`src/core/fspa_pkg.sv`:
```
// constants and types shared by the self-programming controller and its core-side sequencer
package fspa_pkg;
	localparam int PTR_W = 16;
	localparam int PC_W = 13;
	localparam int PAGE_W = 7;
	localparam int WORD_W = 6;
	localparam int CTL_W = 8;
	localparam int CMD_W = 5;
	localparam int PAGE_WORDS = 64;
	// control register bit positions
	localparam int CTL_EN = 0;
	localparam int CTL_ERASE = 1;
	localparam int CTL_WRITE = 2;
	localparam int CTL_LOCK = 3;
	localparam int CTL_REEN = 4;
	localparam int CTL_BUSY = 6;
	localparam logic [CTL_W-1:0] CTL_RESET = 8'h00;
	// command codes held in the low five control bits
	localparam logic [CMD_W-1:0] CMD_LOAD = 5'h01;
	localparam logic [CMD_W-1:0] CMD_ERASE = 5'h03;
	localparam logic [CMD_W-1:0] CMD_WRITE = 5'h05;
	localparam logic [CMD_W-1:0] CMD_LOCK = 5'h09;
	localparam logic [CMD_W-1:0] CMD_REEN = 5'h11;
	// pointer field positions
	localparam int Z_BYTE = 0;
	localparam int Z_WORD_LO = 1;
	localparam int Z_WORD_HI = 6;
	localparam int Z_PAGE_LO = 7;
	localparam int Z_PAGE_HI = 13;
	// region limits
	localparam logic [PC_W-1:0] RWW_LAST = 13'h1BFF;
	localparam logic [PC_W-1:0] NO_READ_WHILE_WRITE_REGION_FIRST = 13'h1C00;
	localparam logic [PC_W-1:0] BOOT_START_11 = 13'h1F80;
	localparam logic [PC_W-1:0] BOOT_START_10 = 13'h1F00;
	localparam logic [PC_W-1:0] BOOT_START_01 = 13'h1E00;
	localparam logic [PC_W-1:0] BOOT_START_00 = 13'h1C00;
	// timing
	localparam int CLK_PERIOD_NS = 5;
	localparam int PROG_MIN_NS = 3700000;
	localparam int PROG_MAX_NS = 4500000;
	localparam int PROG_MIN_CYCLES = (PROG_MIN_NS + CLK_PERIOD_NS - 1) / CLK_PERIOD_NS;
	localparam int PROG_MAX_CYCLES = PROG_MAX_NS / CLK_PERIOD_NS;
	localparam int CNT_W = 20;
	localparam logic [2:0] SPM_WINDOW = 3'h4;
	localparam logic [1:0] HOST_SETTLE = 2'h3;

	typedef logic [PC_W-1:0] fspa_addr_t;
	typedef logic [PAGE_W-1:0] fspa_page_t;

	function automatic fspa_addr_t fspa_boot_start(input logic [1:0] size);
		unique case (size)
			2'h3: fspa_boot_start = BOOT_START_11;
			2'h2: fspa_boot_start = BOOT_START_10;
			2'h1: fspa_boot_start = BOOT_START_01;
			2'h0: fspa_boot_start = BOOT_START_00;
		endcase
	endfunction
endpackage

```
`src/core/fspa_link_if.sv`:
```
// link between the core-side sequencer and the self-programming controller
`timescale 1ns/1ps
interface fspa_link_if;
	import fspa_pkg::*;
	logic ctl_wr;
	logic [CTL_W-1:0] ctl_wdata;
	logic [CTL_W-1:0] ctl_rdata;
	logic spm_exec;
	logic [PTR_W-1:0] z_ptr;
	logic [15:0] spm_data;
	logic core_sleep_pd;
	logic fetch_req;
	logic [PC_W-1:0] fetch_addr;
	logic fetch_grant;
	logic fetch_blocked;
	logic eeprom_write_in_progress;

	modport ctl_host (
		output ctl_wr, ctl_wdata, spm_exec, z_ptr, spm_data, core_sleep_pd,
		output fetch_req, fetch_addr,
		input ctl_rdata, fetch_grant, fetch_blocked, eeprom_write_in_progress
	);
	modport ctl_dev (
		input ctl_wr, ctl_wdata, spm_exec, z_ptr, spm_data, core_sleep_pd,
		input fetch_req, fetch_addr,
		output ctl_rdata, fetch_grant, fetch_blocked, eeprom_write_in_progress
	);
endinterface

```
`src/core/fspa_flash_ctrl.sv`:
```
// self-programming controller: timed command window, page operations, region blocking
`timescale 1ns/1ps
// Contract
// reset mid-write lets the write finish
// power-down sleep blocks control writes and commands
// boot lock refuses writes into boot region
// erase, write, lock last 3.7 to 4.5 ms
// boot size code picks 128..1024 word region
// boot region starts 1F80/1F00/1E00/1C00
// rww is 0000-1BFF, no_read_while_write_region 1C00-1FFF
// during erase/write only no_read_while_write_region may be read
// 13-bit counter, 64-word pages
// pointer bits sit one above counter bits
// page number from pointer bits 13..7
// word field from bits 6..1, zero on write
// pointer 15..14 ignored, bit 0 zero; the lock command is taken with bit 0 set
// software polls enable bit before commands
// software waits eeprom idle before commands
// erase, reenable, fill, write, reenable order
// rww not read while busy flag set
// command valid only within four cycles
// busy flag cleared only by reenable command
// enable bit held for whole operation
// blocked rww fetches are withheld
module fspa_flash_ctrl #(
	parameter int unsigned PROG_CYCLES = fspa_pkg::PROG_MIN_CYCLES
) (
	input wire logic mclk,
	input wire logic reset_n,
	fspa_link_if.ctl_dev link,
	input wire logic core_reset_req,
	input wire logic [1:0] boot_size,
	input wire logic boot_lock_spm,
	input wire logic eeprom_busy_in,
	output logic erase_start,
	output logic write_start,
	output logic lock_write,
	output logic [7:0] lock_data,
	output logic [fspa_pkg::PAGE_W-1:0] op_page,
	output logic buf_load,
	output logic [fspa_pkg::WORD_W-1:0] buf_word,
	output logic [15:0] buf_data,
	output logic buf_clear,
	output logic op_busy
);
	import fspa_pkg::*;

	typedef enum logic [1:0] {ST_IDLE, ST_ARMED, ST_PROG} fspa_ctl_state_t;

	localparam logic [CNT_W-1:0] PROG_LAST = CNT_W'(PROG_CYCLES - 1);
	localparam fspa_page_t NO_READ_WHILE_WRITE_REGION_FIRST_PAGE = NO_READ_WHILE_WRITE_REGION_FIRST[PC_W-1:WORD_W];

	fspa_ctl_state_t state_r;
	logic [CMD_W-1:0] cmd_r;
	logic [2:0] win_r;
	logic [CNT_W-1:0] cnt_r;
	logic rww_busy_r;
	logic halt_all_r;
	logic was_write_r;
	logic op_busy_r;
	logic [CTL_W-1:0] ctl_rdata_r;
	logic fetch_grant_r;
	logic fetch_blocked_r;
	logic ee_busy_r;
	logic erase_start_r, write_start_r, lock_write_r, buf_load_r, buf_clear_r;
	logic [7:0] lock_data_r;
	logic [PAGE_W-1:0] op_page_r;
	logic [WORD_W-1:0] buf_word_r;
	logic [15:0] buf_data_r;

	// pointer decode: bits 15..14 never looked at
	wire [PAGE_W-1:0] z_page = link.z_ptr[Z_PAGE_HI:Z_PAGE_LO];
	wire [WORD_W-1:0] z_word = link.z_ptr[Z_WORD_HI:Z_WORD_LO];
	wire z_byte_ok = ~link.z_ptr[Z_BYTE];
	wire fspa_addr_t boot_start = fspa_boot_start(boot_size);
	wire [PAGE_W-1:0] boot_first_page = boot_start[PC_W-1:WORD_W];
	wire boot_hit = boot_lock_spm && (z_page >= boot_first_page);
	wire in_prog = (state_r == ST_PROG);
	wire op_done = in_prog && (cnt_r == '0);

	// sleeping core decodes nothing, and an eeprom write locks the control register out
	wire ctl_accept = link.ctl_wr && !link.core_sleep_pd && !ee_busy_r && !in_prog;
	wire spm_take = link.spm_exec && !link.core_sleep_pd && (state_r == ST_ARMED);
	wire load_go = spm_take && (cmd_r == CMD_LOAD) && z_byte_ok;
	wire erase_go = spm_take && (cmd_r == CMD_ERASE) && z_byte_ok && !boot_hit;
	wire write_go = spm_take && (cmd_r == CMD_WRITE) && z_byte_ok && !boot_hit
		&& (z_word == '0);
	wire lock_go = spm_take && (cmd_r == CMD_LOCK);
	wire reen_go = spm_take && (cmd_r == CMD_REEN) && z_byte_ok;
	wire prog_go = erase_go || write_go || lock_go;
	wire page_in_no_read_while_write_region = (z_page >= NO_READ_WHILE_WRITE_REGION_FIRST_PAGE);
	wire addr_in_rww = (link.fetch_addr <= RWW_LAST);
	wire fetch_hold = halt_all_r || (rww_busy_r && addr_in_rww);
	wire enable_shown = cmd_r[CTL_EN] || in_prog;

	// core_reset_req leaves a running operation alone; only reset_n (supply) can stop it
	always_ff @(posedge mclk or negedge reset_n) begin
		if (!reset_n) begin
			state_r <= ST_IDLE;
			cmd_r <= '0;
			win_r <= '0;
			cnt_r <= '0;
		end else begin
			unique case (state_r)
				ST_IDLE: begin
					if (ctl_accept && !core_reset_req) begin
						state_r <= ST_ARMED;
						cmd_r <= link.ctl_wdata[CMD_W-1:0];
						win_r <= SPM_WINDOW - 3'h1;
					end
				end
				ST_ARMED: begin
					if (core_reset_req) begin
						state_r <= ST_IDLE;
						cmd_r <= '0;
					end else if (prog_go) begin
						state_r <= ST_PROG;
						cnt_r <= PROG_LAST;
					end else if (spm_take) begin
						state_r <= ST_IDLE;
						cmd_r <= '0;
					end else if (ctl_accept) begin
						cmd_r <= link.ctl_wdata[CMD_W-1:0];
						win_r <= SPM_WINDOW - 3'h1;
					end else if (win_r == 3'h0) begin
						state_r <= ST_IDLE;
						cmd_r <= '0;
					end else begin
						win_r <= win_r - 3'h1;
					end
				end
				ST_PROG: begin
					if (op_done) begin
						state_r <= ST_IDLE;
						cmd_r <= '0;
					end else begin
						cnt_r <= cnt_r - CNT_W'(1);
					end
				end
			endcase
		end
	end

	// busy flag: set by an erase or write, cleared only by a reenable command
	always_ff @(posedge mclk or negedge reset_n) begin
		if (!reset_n) begin
			rww_busy_r <= 1'b0;
			halt_all_r <= 1'b0;
			was_write_r <= 1'b0;
			op_busy_r <= 1'b0;
		end else begin
			if (erase_go || write_go) begin
				rww_busy_r <= 1'b1;
			end else if (reen_go) begin
				rww_busy_r <= 1'b0;
			end
			if ((erase_go || write_go) && page_in_no_read_while_write_region) begin
				halt_all_r <= 1'b1;
			end else if (op_done) begin
				halt_all_r <= 1'b0;
			end
			// set by an erase, write or lock strobe even when core_reset_req keeps the state idle, cleared by op_done; the pin comes from a flop
			if (prog_go) begin
				was_write_r <= write_go;
				op_busy_r <= 1'b1;
			end else if (op_done) begin
				op_busy_r <= 1'b0;
			end
		end
	end

	always_ff @(posedge mclk or negedge reset_n) begin
		if (!reset_n) begin
			erase_start_r <= 1'b0;
			write_start_r <= 1'b0;
			lock_write_r <= 1'b0;
			buf_load_r <= 1'b0;
			buf_clear_r <= 1'b0;
			lock_data_r <= '0;
			op_page_r <= '0;
			buf_word_r <= '0;
			buf_data_r <= '0;
		end else begin
			erase_start_r <= erase_go;
			write_start_r <= write_go;
			lock_write_r <= lock_go;
			buf_load_r <= load_go;
			// buffer empties after a page write, on reenable, and on system reset
			buf_clear_r <= reen_go || core_reset_req || (op_done && was_write_r);
			if (erase_go || write_go) begin
				op_page_r <= z_page;
			end
			if (load_go) begin
				buf_word_r <= z_word;
				buf_data_r <= link.spm_data;
			end
			if (lock_go) begin
				lock_data_r <= link.spm_data[7:0];
			end
		end
	end

	// withheld fetches get neither grant nor data; the core must retry
	always_ff @(posedge mclk or negedge reset_n) begin
		if (!reset_n) begin
			ctl_rdata_r <= CTL_RESET;
			fetch_grant_r <= 1'b0;
			fetch_blocked_r <= 1'b0;
			ee_busy_r <= 1'b0;
		end else begin
			ctl_rdata_r <= {1'b0, rww_busy_r, 1'b0, cmd_r[CMD_W-1:1], enable_shown};
			fetch_grant_r <= link.fetch_req && !fetch_hold;
			fetch_blocked_r <= link.fetch_req && fetch_hold;
			ee_busy_r <= eeprom_busy_in;
		end
	end

	assign link.ctl_rdata = ctl_rdata_r;
	assign link.fetch_grant = fetch_grant_r;
	assign link.fetch_blocked = fetch_blocked_r;
	assign link.eeprom_write_in_progress = ee_busy_r;
	assign erase_start = erase_start_r;
	assign write_start = write_start_r;
	assign lock_write = lock_write_r;
	assign lock_data = lock_data_r;
	assign op_page = op_page_r;
	assign buf_load = buf_load_r;
	assign buf_word = buf_word_r;
	assign buf_data = buf_data_r;
	assign buf_clear = buf_clear_r;
	assign op_busy = op_busy_r;
endmodule // fspa_flash_ctrl

```
`src/flat_wrapper.sv`:
```
// flat-port wrapper written by rule: the top's interface ports become plain ports
module fspa_flash_ctrl_flat import fspa_pkg::*;
#(
	parameter int unsigned PROG_CYCLES = fspa_pkg::PROG_MIN_CYCLES
)
  (mclk, reset_n, core_reset_req, boot_size, boot_lock_spm, eeprom_busy_in, erase_start, write_start, lock_write, lock_data, op_page, buf_load, buf_word, buf_data, buf_clear, op_busy, link_ctl_wr, link_ctl_wdata, link_spm_exec, link_z_ptr, link_spm_data, link_core_sleep_pd, link_fetch_req, link_fetch_addr, link_ctl_rdata, link_fetch_grant, link_fetch_blocked, link_eeprom_write_in_progress);
  fspa_link_if link_i ();
  input wire logic mclk;
  input wire logic reset_n;
  input wire logic core_reset_req;
  input wire logic [1:0] boot_size;
  input wire logic boot_lock_spm;
  input wire logic eeprom_busy_in;
  output logic erase_start;
  output logic write_start;
  output logic lock_write;
  output logic [7:0] lock_data;
  output logic [fspa_pkg::PAGE_W-1:0] op_page;
  output logic buf_load;
  output logic [fspa_pkg::WORD_W-1:0] buf_word;
  output logic [15:0] buf_data;
  output logic buf_clear;
  output logic op_busy;
  input wire logic [$bits(link_i.ctl_wr)-1:0] link_ctl_wr;
  input wire logic [$bits(link_i.ctl_wdata)-1:0] link_ctl_wdata;
  input wire logic [$bits(link_i.spm_exec)-1:0] link_spm_exec;
  input wire logic [$bits(link_i.z_ptr)-1:0] link_z_ptr;
  input wire logic [$bits(link_i.spm_data)-1:0] link_spm_data;
  input wire logic [$bits(link_i.core_sleep_pd)-1:0] link_core_sleep_pd;
  input wire logic [$bits(link_i.fetch_req)-1:0] link_fetch_req;
  input wire logic [$bits(link_i.fetch_addr)-1:0] link_fetch_addr;
  output wire logic [$bits(link_i.ctl_rdata)-1:0] link_ctl_rdata;
  output wire logic [$bits(link_i.fetch_grant)-1:0] link_fetch_grant;
  output wire logic [$bits(link_i.fetch_blocked)-1:0] link_fetch_blocked;
  output wire logic [$bits(link_i.eeprom_write_in_progress)-1:0] link_eeprom_write_in_progress;
  assign link_i.ctl_wr = link_ctl_wr;
  assign link_i.ctl_wdata = link_ctl_wdata;
  assign link_i.spm_exec = link_spm_exec;
  assign link_i.z_ptr = link_z_ptr;
  assign link_i.spm_data = link_spm_data;
  assign link_i.core_sleep_pd = link_core_sleep_pd;
  assign link_i.fetch_req = link_fetch_req;
  assign link_i.fetch_addr = link_fetch_addr;
  assign link_ctl_rdata = link_i.ctl_rdata;
  assign link_fetch_grant = link_i.fetch_grant;
  assign link_fetch_blocked = link_i.fetch_blocked;
  assign link_eeprom_write_in_progress = link_i.eeprom_write_in_progress;
  fspa_flash_ctrl #(.PROG_CYCLES(PROG_CYCLES)) u_core (.mclk(mclk), .reset_n(reset_n), .link(link_i), .core_reset_req(core_reset_req), .boot_size(boot_size), .boot_lock_spm(boot_lock_spm), .eeprom_busy_in(eeprom_busy_in), .erase_start(erase_start), .write_start(write_start), .lock_write(lock_write), .lock_data(lock_data), .op_page(op_page), .buf_load(buf_load), .buf_word(buf_word), .buf_data(buf_data), .buf_clear(buf_clear), .op_busy(op_busy));
endmodule
```
`config.mk`:
```
export PLATFORM = sky130hd
export DESIGN_NAME = fspa_flash_ctrl_flat
export DESIGN_NICKNAME = d
export VERILOG_FILES = /design/src/core/fspa_pkg.sv /design/src/core/fspa_link_if.sv /design/src/core/fspa_flash_ctrl.sv /design/src/flat_wrapper.sv
export SDC_FILE = /design/constraint.sdc
export NUM_CORES = 1
export LEC_CHECK = 0
export BUFFER_PORTS_ARGS = -buffer_cell sky130_fd_sc_hd__buf_2
export CAP_MARGIN = 15
export CORE_MARGIN = 2
export CORE_UTILIZATION = 48
export CTS_CLUSTER_SIZE = 24
export DETAILED_ROUTE_END_ITERATION = 7
export PLACE_DENSITY = 0.85
export SLEW_MARGIN = 15
export SYNTH_ARGS = -nofsm -noshare
export SYNTH_HDL_FRONTEND = slang
export SYNTH_SLANG_ARGS = --single-unit
```
`constraint.sdc`:
```
create_clock -name mclk -period 2.8 [get_ports mclk]
set_input_delay 0.56 -clock mclk [delete_from_list [all_inputs] [get_ports mclk]]
set_output_delay 0.56 -clock mclk [all_outputs]
set_load 0.01 [all_outputs]
```
* After elaboration in Yosys (flattened, before gate mapping)
Cells that the tools add are included. W data, S select, Z words.
Word-level totals: bits in registers 85, latch bits 0, bits in writable memories 0, ROM bits 0, word-level logic and storage cells 133, memories 0
Operators by class: add/subtract/negate cells 2, multiply operators 0, div/mod/pow operators 0, order comparisons 3, equal/unequal tests 22, shifts and indexed selects 0, mux-type cells 33, bitwise logic cells 1, reduce and logical (&&, ||, !) cells 51
Operators with widths (count):
- $mux W20 | 3
- $pmux W13 S4 | 1
- $pmux W20 S2 | 1
- $mux W5 | 7
- $logic_and A1 B1 Y1 | 25
- $logic_not A20 Y1 | 1
- $sub A20 B1 Y20 const B | 1
- $mux W3 | 6
- $pmux W5 S3 | 1
- $mux W2 | 7
- $le A13 B13 Y1 const B | 1
- $reduce_and A4 Y1 | 3
- $ne A2 B2 Y1 const B | 5
- $ne A5 B3 Y1 const B | 2
- $reduce_bool A2 Y1 | 5
- $ge A7 B7 Y1 | 1
- $ge A7 B7 Y1 const B | 1
- $eq A2 B2 Y1 const B | 3
- $logic_not A1 Y1 | 6
- $logic_not A6 Y1 | 1
- $logic_or A1 B1 Y1 | 6
- $pmux W2 S3 | 1
- $pmux W3 S2 | 1
- $reduce_and A6 Y1 | 1
- other kinds (15) | 22

* Logic depth before layout (Yosys ltp)
Gate-level depths: netlist of run 1.
depth after elaboration 12, depth in mapped cells 10, mapped depth without buffers 8

* Worst setup path after synthesis of run 1
OpenSTA, ideal clock, no wires.
path kind input -> register, start point in boot_size[0], end point reg u_core.op_page_r[0] (netlist: u_core.op_page[0]), data arrival time 2411 ps, setup slack 264 ps, cell stages on the path 7, path buffers 0, cell sequence and2_1 -> ha_1 -> and4b_1 -> o311ai_1 -> nand2_1 -> nor2_2 -> mux2_2
Between the ends: cells in the longest elaborated chain, start to end 8, elaborated cells on any way between the ends 12, those cells by class order compare (1); eq/ne (3); mux (1); reduce/logical (7)
RTL lines:
- start, declared | RTL line flat_wrapper.sv:11 | input wire logic [1:0] boot_size;
- $eq A2 B1 Y1, or another cell as far along | RTL line fspa_pkg.sv:51 | unique case (size)
- $pmux W13 S4 * | RTL line fspa_pkg.sv:51
- $ge A7 B7 Y1 * | RTL line fspa_flash_ctrl.sv:77 | wire boot_hit = boot_lock_spm && (z_page >= boot_first_page);
- $logic_and A1 B1 Y1 * | RTL line fspa_flash_ctrl.sv:77
- $logic_not A1 Y1 * | RTL line fspa_flash_ctrl.sv:85, fspa_flash_ctrl.sv:86
- $logic_and A1 B1 Y1 | RTL line fspa_flash_ctrl.sv:86 | wire write_go = spm_take && (cmd_r == CMD_WRITE) && z_byte_ok && !boot_hit
- $logic_and A1 B1 Y1 | RTL line fspa_flash_ctrl.sv:87 | && (z_word == '0);
- $logic_or A1 B1 Y1 * | RTL line fspa_flash_ctrl.sv:190 | if (erase_go || write_go) begin
- end signal, assigned | RTL line fspa_flash_ctrl.sv:191 | op_page_r <= z_page;
- end, declared | RTL line fspa_flash_ctrl.sv:67 | logic [PAGE_W-1:0] op_page_r;
Mark *: on every way between the ends. The rest lies on a longest branch, timed or not. The select of a mux whose other input is x is not followed. A chain may end at the register's enable or synchronous reset.

* Worst setup path after layout of run 1
start point reg u_core.cnt_r[0], end point reg u_core.cnt_r[13]
Between the ends: cells in the longest elaborated chain, start to end 4, elaborated cells on any way between the ends 7, those cells by class add/sub (1); eq/ne (1); mux (2); reduce/logical (3)
RTL lines:
- start, declared | RTL line fspa_flash_ctrl.sv:56 | logic [CNT_W-1:0] cnt_r;
- start signal, assigned | RTL line fspa_flash_ctrl.sv:137 | cnt_r <= cnt_r - CNT_W'(1);
- branches (longest 4 deep; another with $sub A20 B1 Y20)
Parallel ways; which one is timed is not known. The select of a mux whose other input is x is not followed.

==> results of run 1 <==
## metrics by stage
step           setup slack [ps]  total power, µW  cells  hold slack, ps
2_1_floorplan             264.4             2502    368           264.4
3_3_place_gp              93.94             2997    571           390.5
3_5_place_dp              51.82             3064    571           392.1
4_1_cts                   229.0             3883    587           207.0
5_1_grt                   71.52             4119    587           219.5
6_report                  182.0             3857    587           187.9
## flip-flops by register name (all words and copies together) (netlist names), 2 cells and up
signal and count:
u_core.cnt_r 20, u_core.buf_data 16, u_core.lock_data 8, u_core.op_page 7, u_core.buf_word 6, u_core.link.ctl_rdata 6, u_core.cmd_r 5, u_core.win_r 3
u_core.state_r 2
## worst paths after layout
kind	endpoint	cells past startpoint	start
setup / recovery	u_core.cnt_r[13]$_DFFE_PN0P_	8	u_core.cnt_r[0]$_DFFE_PN0P_
hold / removal	u_core.cnt_r[1]$_DFFE_PN0P_	1	reset_n
setup reg to reg	u_core.cnt_r[13]$_DFFE_PN0P_	8	u_core.cnt_r[0]$_DFFE_PN0P_
hold reg to reg	u_core.link.ctl_rdata[3]$_DFF_PN0_	0	u_core.cmd_r[3]$_DFFE_PN0P_
max in group asynchronous	u_core.op_busy$_DFFE_PN0P_	2	reset_n
min in group mclk	u_core.link.eeprom_write_in_progress$_DFF_PN0_	1	eeprom_busy_in
## placed cells by master, fill, tap and decap left out, drive strengths merged, types with 4 or more instances in the layout
master	n
a21oi	10
a31oi	12
and2	5
and3	5
buf	112
clkbuf	9
dfrtp	85
ha	9
inv	18
mux2	30
mux2i	6
nand2	47
nand2b	6
nand3	9
nor2	17
nor2b	5
nor3	18
nor4	4
o21ai	12
o31ai	6
or3	7
## power breakdown
part	leakage, µW	switching (µW)	internal, µW
registers	0.00107	196	1550
logic	0.00124	710	572
clock network	0.0000872	483	341
## kinds of logic (layout without fill, tap and decap cells)
kind of cell,Yosys count,after routing,synth area share
compound gates,66,66,0.1148
fa+ha+maj,9,9,0.02816
buf+inv,30,144,0.03316
flops,85,85,0.5319
mux,36,36,0.09950
other cells,1,2,0.0009378
simple gates,140,140,0.1915
## area by class of cell
| cell class | instances | area, µm² |
|---|---|---|
| Fill cell | 674 | 3266 |
| Sequential cell | 85 | 2127 |
| Multi-Input combinational cell | 253 | 1752 |
| Timing Repair Buffer | 112 | 605.6 |
| Tap cell | 105 | 131.4 |
| Clock buffer | 9 | 123.9 |
| Clock inverter | 7 | 67.56 |
| Inverter | 16 | 61.31 |
## worst reg2reg max path, cell delays in order, from the launching register on
cell and delay, ps:
dfrtp_1 410, inv_1 80, ha_1 230, or4b_4 230
nor3_1 80, and3_1 210, nor2_1 610, nand3_1 270
o41ai_1 380
## per-layer routing
| metal | vias to the layer above | part of all wire | GRT usage |
|---|---|---|---|
| li1 | 1539 | - | - |
| met1 | 1547 | 0.43 | 0.2603 |
| met2 | 112 | 0.49 | 0.3392 |
| met3 | 11 | 0.065 | 0.05850 |
| met4 | 0 | 0.013 | 0.07126 |
| met5 | - | 0 | 0 |
==> metrics.cfg, run 1 <==
[outcome]
run_status = finished, final reports clean

[yosys]
synth_warnings = 0
synth_area_mm2 = 0.003999
synth.distinct_cells = 59
yosys.area.top_type = dfrtp_1
synth_ff_type = dfrtp_1
synth.top_cell.area_share = 0.5319
async_flop_share = 1.000
synth-edff-count = 0
avgSynthCellArea_um2 = 10.90
yosys-top-cells-area = dfrtp_1, mux2_2, nand2_1
synth_most_common_cell = dfrtp_1
seq_area_frac_synth = 0.5319
yosys-top-cells-count = dfrtp_1, nand2_1, mux2_2
ys_ff_latch = 85
netlist_instances = 367

[drt]
wl_um = 8827
detail-route-antenna-nets = 0
drt_pass1_iterations = 4
via_per_inst = 5.467
drt-initial-drc-count = 205
vias = 3209
drc = 0
wl_per_cell_um = 15.04

[cells_and_area]
layout.nets = 550
utilization = 0.5985
drive_above_1_share = 0.3610
antenna_cells = 0
syn_to_final_growth_pct = 21.75
final_area_mm2 = 0.004868

[sta]
setup_viol_count_final = 0
slew_violations = 0
rsz0062_at_grt = false
hold_violations = 0
fin_worst_skew_ps = 10.86
period_minus_slack_ps = 2618
relSlewSlack = 0.4786
period_share = 0.9350
worstMarginPinSlew_ps = 779.2
tns_ps = 0
fmax_mhz = 382.0

[clock_tree]
clk_pin_slew_ps = 90
clock_path_buffers = 2
cts-htree-levels = 3
cts_setup_buffers = 0
ctsHoldBuffers = 0
clk_latency_ps = 370
cts_resized = 0
cts_made_buffers = 9
cts_root_buf = clkbuf_8
tritoncts = done
clock-sinks = 85

[critical_path]
cp_slowest_cell = nor2_1
crit_buf_inv = 1
critPathCaptureType = register
arrival_ps = 2870
rrSetupSlack_ps = 180
path_cells = inv_1 > ha_1 > or4b_4 > nor3_1 > and3_1 > nor2_1 > nand3_1 > o41ai_1
slowest_delay_ps = 610
path_class = register to register
start_kind = register
critical_path_required_ps = 3060
cp_top_family = simple AND/OR/NAND/NOR gates
cp_max_fo = 10

[global_routing]
grt_pass1_vias = 3204
grt_pass1_wl_um = 14570
grt_max_degree = 46
grt-ovfl-total = 0
antenna_found_initial = 0
grtUsageTotal = 0.2059

[power]
p_leak_uw = 0.002405
powerDensity_mw_per_mm2 = 792.2
ir_drop_v = 0.0003992

[floorplan]
die_h_um = 95.28
die-width_um = 95.28
pin_count = 118
die_area_mm2 = 0.009077
num_rows = 33
initial_utilization = 0.4916
core_area_mm2 = 0.008134

[job]
maxCapViolCount = 0

[placed_design]
placed_area_mm2 = 0.004677
routabilityCongestion = 0.8912
dp_hpwl_um = 6617
port_buffers = 100

[worst_hold_path]
hp-class = input pin to async pin

No activity file was read; power rests on OpenSTA's default activity.
==> inputs of run 2 (changes only) <==
--- a/config.mk
+++ b/config.mk
@@ -7,11 +7,13 @@
 export LEC_CHECK = 0
 export BUFFER_PORTS_ARGS = -buffer_cell sky130_fd_sc_hd__buf_2
 export CAP_MARGIN = 15
+export CELL_PAD_IN_SITES_DETAIL_PLACEMENT = 1
+export CELL_PAD_IN_SITES_GLOBAL_PLACEMENT = 1
 export CORE_MARGIN = 2
-export CORE_UTILIZATION = 48
+export CORE_UTILIZATION = 40
 export CTS_CLUSTER_SIZE = 24
 export DETAILED_ROUTE_END_ITERATION = 7
-export PLACE_DENSITY = 0.85
+export PLACE_DENSITY = 0.9
 export SLEW_MARGIN = 15
 export SYNTH_ARGS = -nofsm -noshare
 export SYNTH_HDL_FRONTEND = slang
==> run 2 against run 1 <==
Effect of this change: maximum frequency increased by 0.56%; count of clock-buffer cells in the layout rose by 2; global-route usage grew 3.5 points; sequential share of layout area down 0.70 points; hold slack worse by 17 ps; first-iteration DRC count is 2.0% lower; critical path type unchanged; worst setup slack better by 15 ps.
==> metrics.cfg, run 2 (synthesis results as in run 1) <==
[outcome]
run_status = finished, final reports clean  ; unchanged

[floorplan]
die_area_mm2 = 0.01081  ; was 0.009077 mm²
pin_count = 118  ; unchanged
num_rows = 36  ; was 33
die-width_um = 104.0  ; was 95.28 µm
initial_utilization = 0.4110  ; was 0.4916
core_area_mm2 = 0.009729  ; was 0.008134 mm²
die_h_um = 104.0  ; was 95.28 µm

[clock_tree]
clock-sinks = 85  ; unchanged
cts-htree-levels = 3  ; unchanged
clk_latency_ps = 370  ; about the same
cts_root_buf = clkbuf_8  ; unchanged
clk_pin_slew_ps = 90  ; about the same
clock_path_buffers = 2  ; unchanged
tritoncts = done  ; unchanged
cts_made_buffers = 9  ; unchanged
ctsHoldBuffers = 0  ; unchanged

[critical_path]
cp_max_fo = 6  ; was 10
path_class = register to register  ; unchanged
start_kind = register  ; unchanged
critical_path_required_ps = 3050  ; was 3060 ps
critPathCaptureType = register  ; unchanged
arrival_ps = 2850  ; was 2870 ps

[sta]
fin_worst_skew_ps = 14.02  ; was 10.86 ps
period_share = 0.9298  ; was 0.9350
fin_hold_ws_ps = 171.3  ; was 187.9 ps
rsz0062_at_grt = false  ; unchanged
slew_violations = 0  ; unchanged
worstMarginPinSlew_ps = 675.4  ; was 779.2 ps
period_minus_slack_ps = 2603  ; was 2618 ps
fmax_mhz = 384.1  ; was 382.0 MHz
setup_ws_ps = 196.7  ; was 182.0 ps
relSlewSlack = 0.5456  ; was 0.4786
setup_viol_count_final = 0  ; unchanged
hold_violations = 0  ; unchanged

[placed_design]
routabilityCongestion = 0.8655  ; was 0.8912
dp_slack_ps = -2.662  ; was 51.82 ps
port_buffers = 100  ; unchanged
dp_hpwl_um = 8840  ; was 6617 µm

[global_routing]
grt_max_degree = 45  ; was 46
grt_pass1_vias = 3840  ; was 3204
grt-ovfl-total = 0  ; unchanged
antenna_found_initial = 0  ; unchanged
grtUsageTotal = 0.2411  ; was 0.2059
grt_pass1_wl_um = 20470  ; was 14570 µm

[power]
ir_drop_v = 0.0004047  ; was 0.0003992 V
p_sw_frac = 0.3641  ; was 0.3602
power_switching_uw = 1516  ; was 1389 µW
powerDensity_mw_per_mm2 = 841.7  ; was 792.2 mW/mm²
internal_power_uw = 2648  ; was 2468 µW
p_clk_frac = 0.234  ; was 0.214
p_leak_uw = 0.002427  ; was 0.002405 µW
power_frac_comb = 0.337  ; was 0.332
power_frac_seq = 0.429  ; was 0.454

[drt]
drt-initial-drc-count = 201  ; was 205
wl_um = 12630  ; was 8827 µm
detail-route-antenna-nets = 0  ; unchanged
drc = 0  ; unchanged
via_per_inst = 5.695  ; was 5.467
vias = 3514  ; was 3209
wl_per_cell_um = 20.47  ; was 15.04 µm
drt_pass1_iterations = 5  ; was 4

[cells_and_area]
utilization = 0.5085  ; was 0.5985
fill_cells = 1135  ; was 674
drive_above_1_share = 0.3616  ; was 0.3610
final_common_cell = buf_2  ; unchanged
final_cell_mix = buf_2, dfrtp_1, nand2_1, mux2_2, nor3_1  ; unchanged
syn_to_final_growth_pct = 23.72  ; was 21.75%
antenna_cells = 0  ; unchanged
top_register = u_core.cnt_r  ; unchanged
layout.nets = 552  ; was 550
largest_reg_flops = 20  ; unchanged

[job]
maxCapViolCount = 0  ; unchanged

[worst_hold_path]
hp-class = input pin to async pin  ; unchanged

## run 2: cell count changes in the layout (fill, tap and decap cells not counted)
cell and delta:
nor3_2 +1, clkbuf_1 +2, buf_4 +2, clkinv_8 -1, clkinvlp_4 -1, bufinv_16 +2, inv_8 -1, inv_6 -1
nor3_1 -1
## run 2: worst paths after layout
kind	endpoint	slack, ps	cells after the start	start
max	u_core.cnt_r[4]$_DFFE_PN0P_	200	8	u_core.cnt_r[0]$_DFFE_PN0P_
min	u_core.buf_data[11]$_DFFE_PN0P_	170	1	reset_n
max reg2reg	u_core.cnt_r[4]$_DFFE_PN0P_	200	8	u_core.cnt_r[0]$_DFFE_PN0P_
min reg2reg	u_core.link.ctl_rdata[3]$_DFF_PN0_	420	0	u_core.cmd_r[3]$_DFFE_PN0P_
max in group asynchronous	u_core.cmd_r[1]$_DFFE_PN0P_	1980	2	reset_n
min in group mclk	u_core.link.eeprom_write_in_progress$_DFF_PN0_	290	1	eeprom_busy_in
## run 2: repair_timing
item | CTS | global route
endpoints found under the setup margin | 0 | 11
endpoints found under the hold margin | 0 | 0
resized for setup | 0 | 1
setup buffers | 0 | 0
## run 2: through the flow
stage	power, µW	instances	TNS [ps]	area [µm²]
2_1_floorplan	2502	368	0	4003
3_3_place_gp	3025	601	0	4727
5_1_grt	4357	617	0	4947
3_5_place_dp	3173	601	-2.662	4727
4_1_cts	4181	617	0	4942
6_report	4164	617	0	4947
## run 2: power by group through the flow
stage / clock [µW] / combinational, µW / sequential [µW]
6_report: 976 / 1400 / 1790
3_3_place_gp: 0 / 1280 / 1750
2_1_floorplan: 0 / 623 / 1880
3_5_place_dp: 0 / 1380 / 1800
5_1_grt: 1030 / 1510 / 1820
4_1_cts: 983 / 1410 / 1790
## run 2: routing by layer
| metal | share of wire | vias up | track usage |
|---|---|---|---|
| met5 | 0 | - | 0 |
| met4 | 0.036 | 0 | 0.1071 |
| met3 | 0.062 | 38 | 0.06266 |
| met2 | 0.54 | 157 | 0.4380 |
| met1 | 0.36 | 1781 | 0.2636 |
| li1 | - | 1538 | - |
## run 2: layout make-up
class / count / area [µm²] / share of cell area
Clock buffer: 11 / 131.4 / 0.02656
Clock inverter: 5 / 83.83 / 0.01694
Inverter: 16 / 61.31 / 0.01239
Multi-Input combinational cell: 253 / 1757 / 0.3551
Sequential cell: 85 / 2127 / 0.4299
Tap cell: 133 / 166.4 / 0.03364
Timing Repair Buffer: 114 / 620.6 / 0.1254
## run 2: worst max-delay path, stage by stage (launching register included)
cell	delay [ps]
dfrtp_1	430
inv_1	110
ha_1	220
or4b_4	510
nor3_2	290
nand3_2	200
nand2_1	340
nor2_2	140
o22a_1	240
==> inputs of run 3 (changes only) <==
--- a/config.mk
+++ b/config.mk
@@ -14,6 +14,7 @@
 export CTS_CLUSTER_SIZE = 24
 export DETAILED_ROUTE_END_ITERATION = 7
 export PLACE_DENSITY = 0.9
+export RECOVER_POWER = 25
 export SLEW_MARGIN = 15
 export SYNTH_ARGS = -nofsm -noshare
 export SYNTH_HDL_FRONTEND = slang
==> run 3 against run 2 <==
Effect of this change: the flow now finishes with violations (capacitance limit, slew limit); sequential power is essentially flat; register-to-register slack is essentially flat; critical path depth is the same; final area about the same; clock skew about the same; cell count did not move; maximum frequency hardly changed; hold slack improved by 120 ps; worst setup slack barely moved; non-clock buffer count stayed put; critical path type unchanged; critical endpoint unchanged; largest cell class unchanged; highest routed layer unchanged.
==> metrics.cfg, run 3 (synthesis results as in run 1) <==
[outcome]
run_status = complete, but fails checks  ; was finished, final reports clean
violations = capacitance limit, slew limit

[global_routing]
grt-ovfl-total = 0  ; unchanged
grtUsageTotal = 0.2411  ; unchanged
antenna_found_initial = 0  ; unchanged
grt_pass1_vias = 3840  ; unchanged
grt_pass1_wl_um = 20470  ; unchanged
grt_max_degree = 45  ; unchanged

[worst_hold_path]
hp-class = input pin to register  ; was input pin to async pin

[placed_design]
port_buffers = 100  ; unchanged
routabilityCongestion = 0.8655  ; unchanged
dp_cells = 601  ; unchanged
dp_hpwl_um = 8840  ; unchanged
dp_slack_ps = -2.662  ; unchanged

[sta]
worstMarginPinSlew_ps = 2335  ; was 675.4 ps
period_share = 0.9297  ; was 0.9298
setup_viol_count_final = 0  ; unchanged
slew_violations = 42  ; was 0
tns_ps = 0  ; unchanged
fin_worst_skew_ps = 14.11  ; was 14.02 ps
rsz0062_at_grt = false  ; unchanged
setup_ws_ps = 196.7  ; about the same
fmax_mhz = 384.1  ; about the same
relSlewSlack = -0.5567  ; was 0.5456
period_minus_slack_ps = 2603  ; about the same
hold_violations = 0  ; unchanged
fin_hold_ws_ps = 295.0  ; was 171.3 ps

[cells_and_area]
layout.nets = 552  ; unchanged
final_cell_mix = buf_2, dfrtp_1, nand2_1, mux2_2, nor3_1  ; unchanged
instances_no_fill = 617  ; unchanged
final-seq-area_mm2 = 0.002127  ; unchanged
fill_cells = 1135  ; unchanged
final_common_cell = buf_2  ; unchanged
syn_to_final_growth_pct = 23.62  ; was 23.72%
multi_input_area_mm2 = 0.001757  ; unchanged
largest_reg_flops = 20  ; unchanged
antenna_cells = 0  ; unchanged
drive_above_1_share = 0.3595  ; was 0.3616
top_register = u_core.cnt_r  ; unchanged

[critical_path]
path_cells = inv_1 > ha_1 > or4b_4 > nor3_2 > nand3_2 > nand2_1 > nor2_2 > o22a_1  ; unchanged
start_kind = register  ; unchanged
slowest_delay_ps = 510  ; about the same
cp_top_family = simple AND/OR/NAND/NOR gates  ; unchanged
critPathCaptureType = register  ; unchanged
critical_path_required_ps = 3050  ; about the same
cp_slowest_cell = or4b_4  ; unchanged
cp_max_fo = 6  ; unchanged
crit_buf_inv = 1  ; unchanged
path_class = register to register  ; unchanged
arrival_ps = 2850  ; about the same

[floorplan]
core_area_mm2 = 0.009729  ; unchanged
num_rows = 36  ; unchanged
die_h_um = 104.0  ; unchanged
die_area_mm2 = 0.01081  ; unchanged
initial_utilization = 0.4110  ; unchanged
pin_count = 118  ; unchanged
die-width_um = 104.0  ; unchanged

[power]
powerDensity_mw_per_mm2 = 841.9  ; was 841.7 mW/mm²
p_leak_uw = 0.002423  ; was 0.002427 µW
ir_drop_v = 0.0004041  ; was 0.0004047 V
power_uw = 4162  ; was 4164 µW

[drt]
via_per_inst = 5.699  ; was 5.695
drt-initial-drc-count = 201  ; unchanged
vias = 3516  ; was 3514
wl_per_cell_um = 20.45  ; was 20.47 µm
drc = 0  ; unchanged
drt_pass1_iterations = 5  ; unchanged
detail-route-antenna-nets = 0  ; unchanged
wl_um = 12620  ; was 12630 µm

[clock_tree]
ctsHoldBuffers = 0  ; unchanged
clk_pin_slew_ps = 90  ; about the same
clk_latency_ps = 370  ; about the same
cts_root_buf = clkbuf_8  ; unchanged
tritoncts = done  ; unchanged
clock-sinks = 85  ; unchanged
cts_made_buffers = 9  ; unchanged
clock_path_buffers = 2  ; unchanged
cts-htree-levels = 3  ; unchanged

[job]
maxCapViolCount = 1  ; was 0

==> run 3: cell count changes in the layout (fill, tap and decap cells not counted), sizes merged <==
| cell | delta |
|---|---|
| clkbuf | +1 |
| buf | -1 |
==> run 3: worst reg2reg max path: stages, from the launching register on <==
cell     delay (ps)
dfrtp_1         430
inv_1           110
ha_1            220
or4b_4          510
nor3_2          290
nand3_2         200
nand2_1         340
nor2_2          150
o22a_1          240
==> run 3: path summary, 6_finish.rpt <==
kind / start / cells after the start / slack, ps / end
worst max-delay path: u_core.cnt_r[0]$_DFFE_PN0P_ / 8 / 200 / u_core.cnt_r[4]$_DFFE_PN0P_
worst min-delay path: eeprom_busy_in / 1 / 300 / u_core.link.eeprom_write_in_progress$_DFF_PN0_
min in group asynchronous: reset_n / 1 / 890 / u_core.buf_data[11]$_DFFE_PN0P_
worst min register to register: u_core.cmd_r[3]$_DFFE_PN0P_ / 0 / 420 / u_core.link.ctl_rdata[3]$_DFF_PN0_
max in group asynchronous: reset_n / 1 / 580 / u_core.cnt_r[2]$_DFFE_PN0P_
worst max register to register: u_core.cnt_r[0]$_DFFE_PN0P_ / 8 / 200 / u_core.cnt_r[4]$_DFFE_PN0P_
==> run 3: repair_timing <==
item | 4_1_cts | 5_1_grt
setup endpoints to repair | 0 | 11
buffers inserted | 0 | 0
resized for setup | 0 | 1
==> run 3: through the flow <==
| stage | cell area, µm² | utilization |
|---|---|---|
| after floorplan | 4003 | - |
| after global placement | 4727 | 0.4859 |
| after detailed placement | 4727 | 0.4859 |
| after CTS | 4942 | 0.5080 |
| after global routing | 4943 | 0.5081 |
| final | 4943 | 0.5081 |
==> run 3: area by class of cell <==
| class | instances | area share |
|---|---|---|
| Multi-Input combinational cell | 253 | 0.3554 |
| Inverter | 16 | 0.01240 |
| Clock inverter | 5 | 0.01696 |
| Sequential cell | 85 | 0.4303 |
| Tap cell | 133 | 0.03366 |
| Timing Repair Buffer | 114 | 0.1248 |
| Clock buffer | 11 | 0.02658 |
==> run 3: power by group <==
group | switching [µW] | leakage, µW | internal (µW)
sequential | 231 | 0.00107 | 1560
combinational | 817 | 0.00125 | 585
clock | 467 | 0.000100 | 507
total | 1510 | 0.00242 | 2650
==> run 3: per-layer routing <==
layer / track usage / wire, µm / up-vias
met5: 0 / 0 / -
met4: 0.1071 / 456 / 0
met3: 0.06266 / 806 / 32
met2: 0.4380 / 6818 / 165
met1: 0.2636 / 4534 / 1781
li1: - / - / 1538
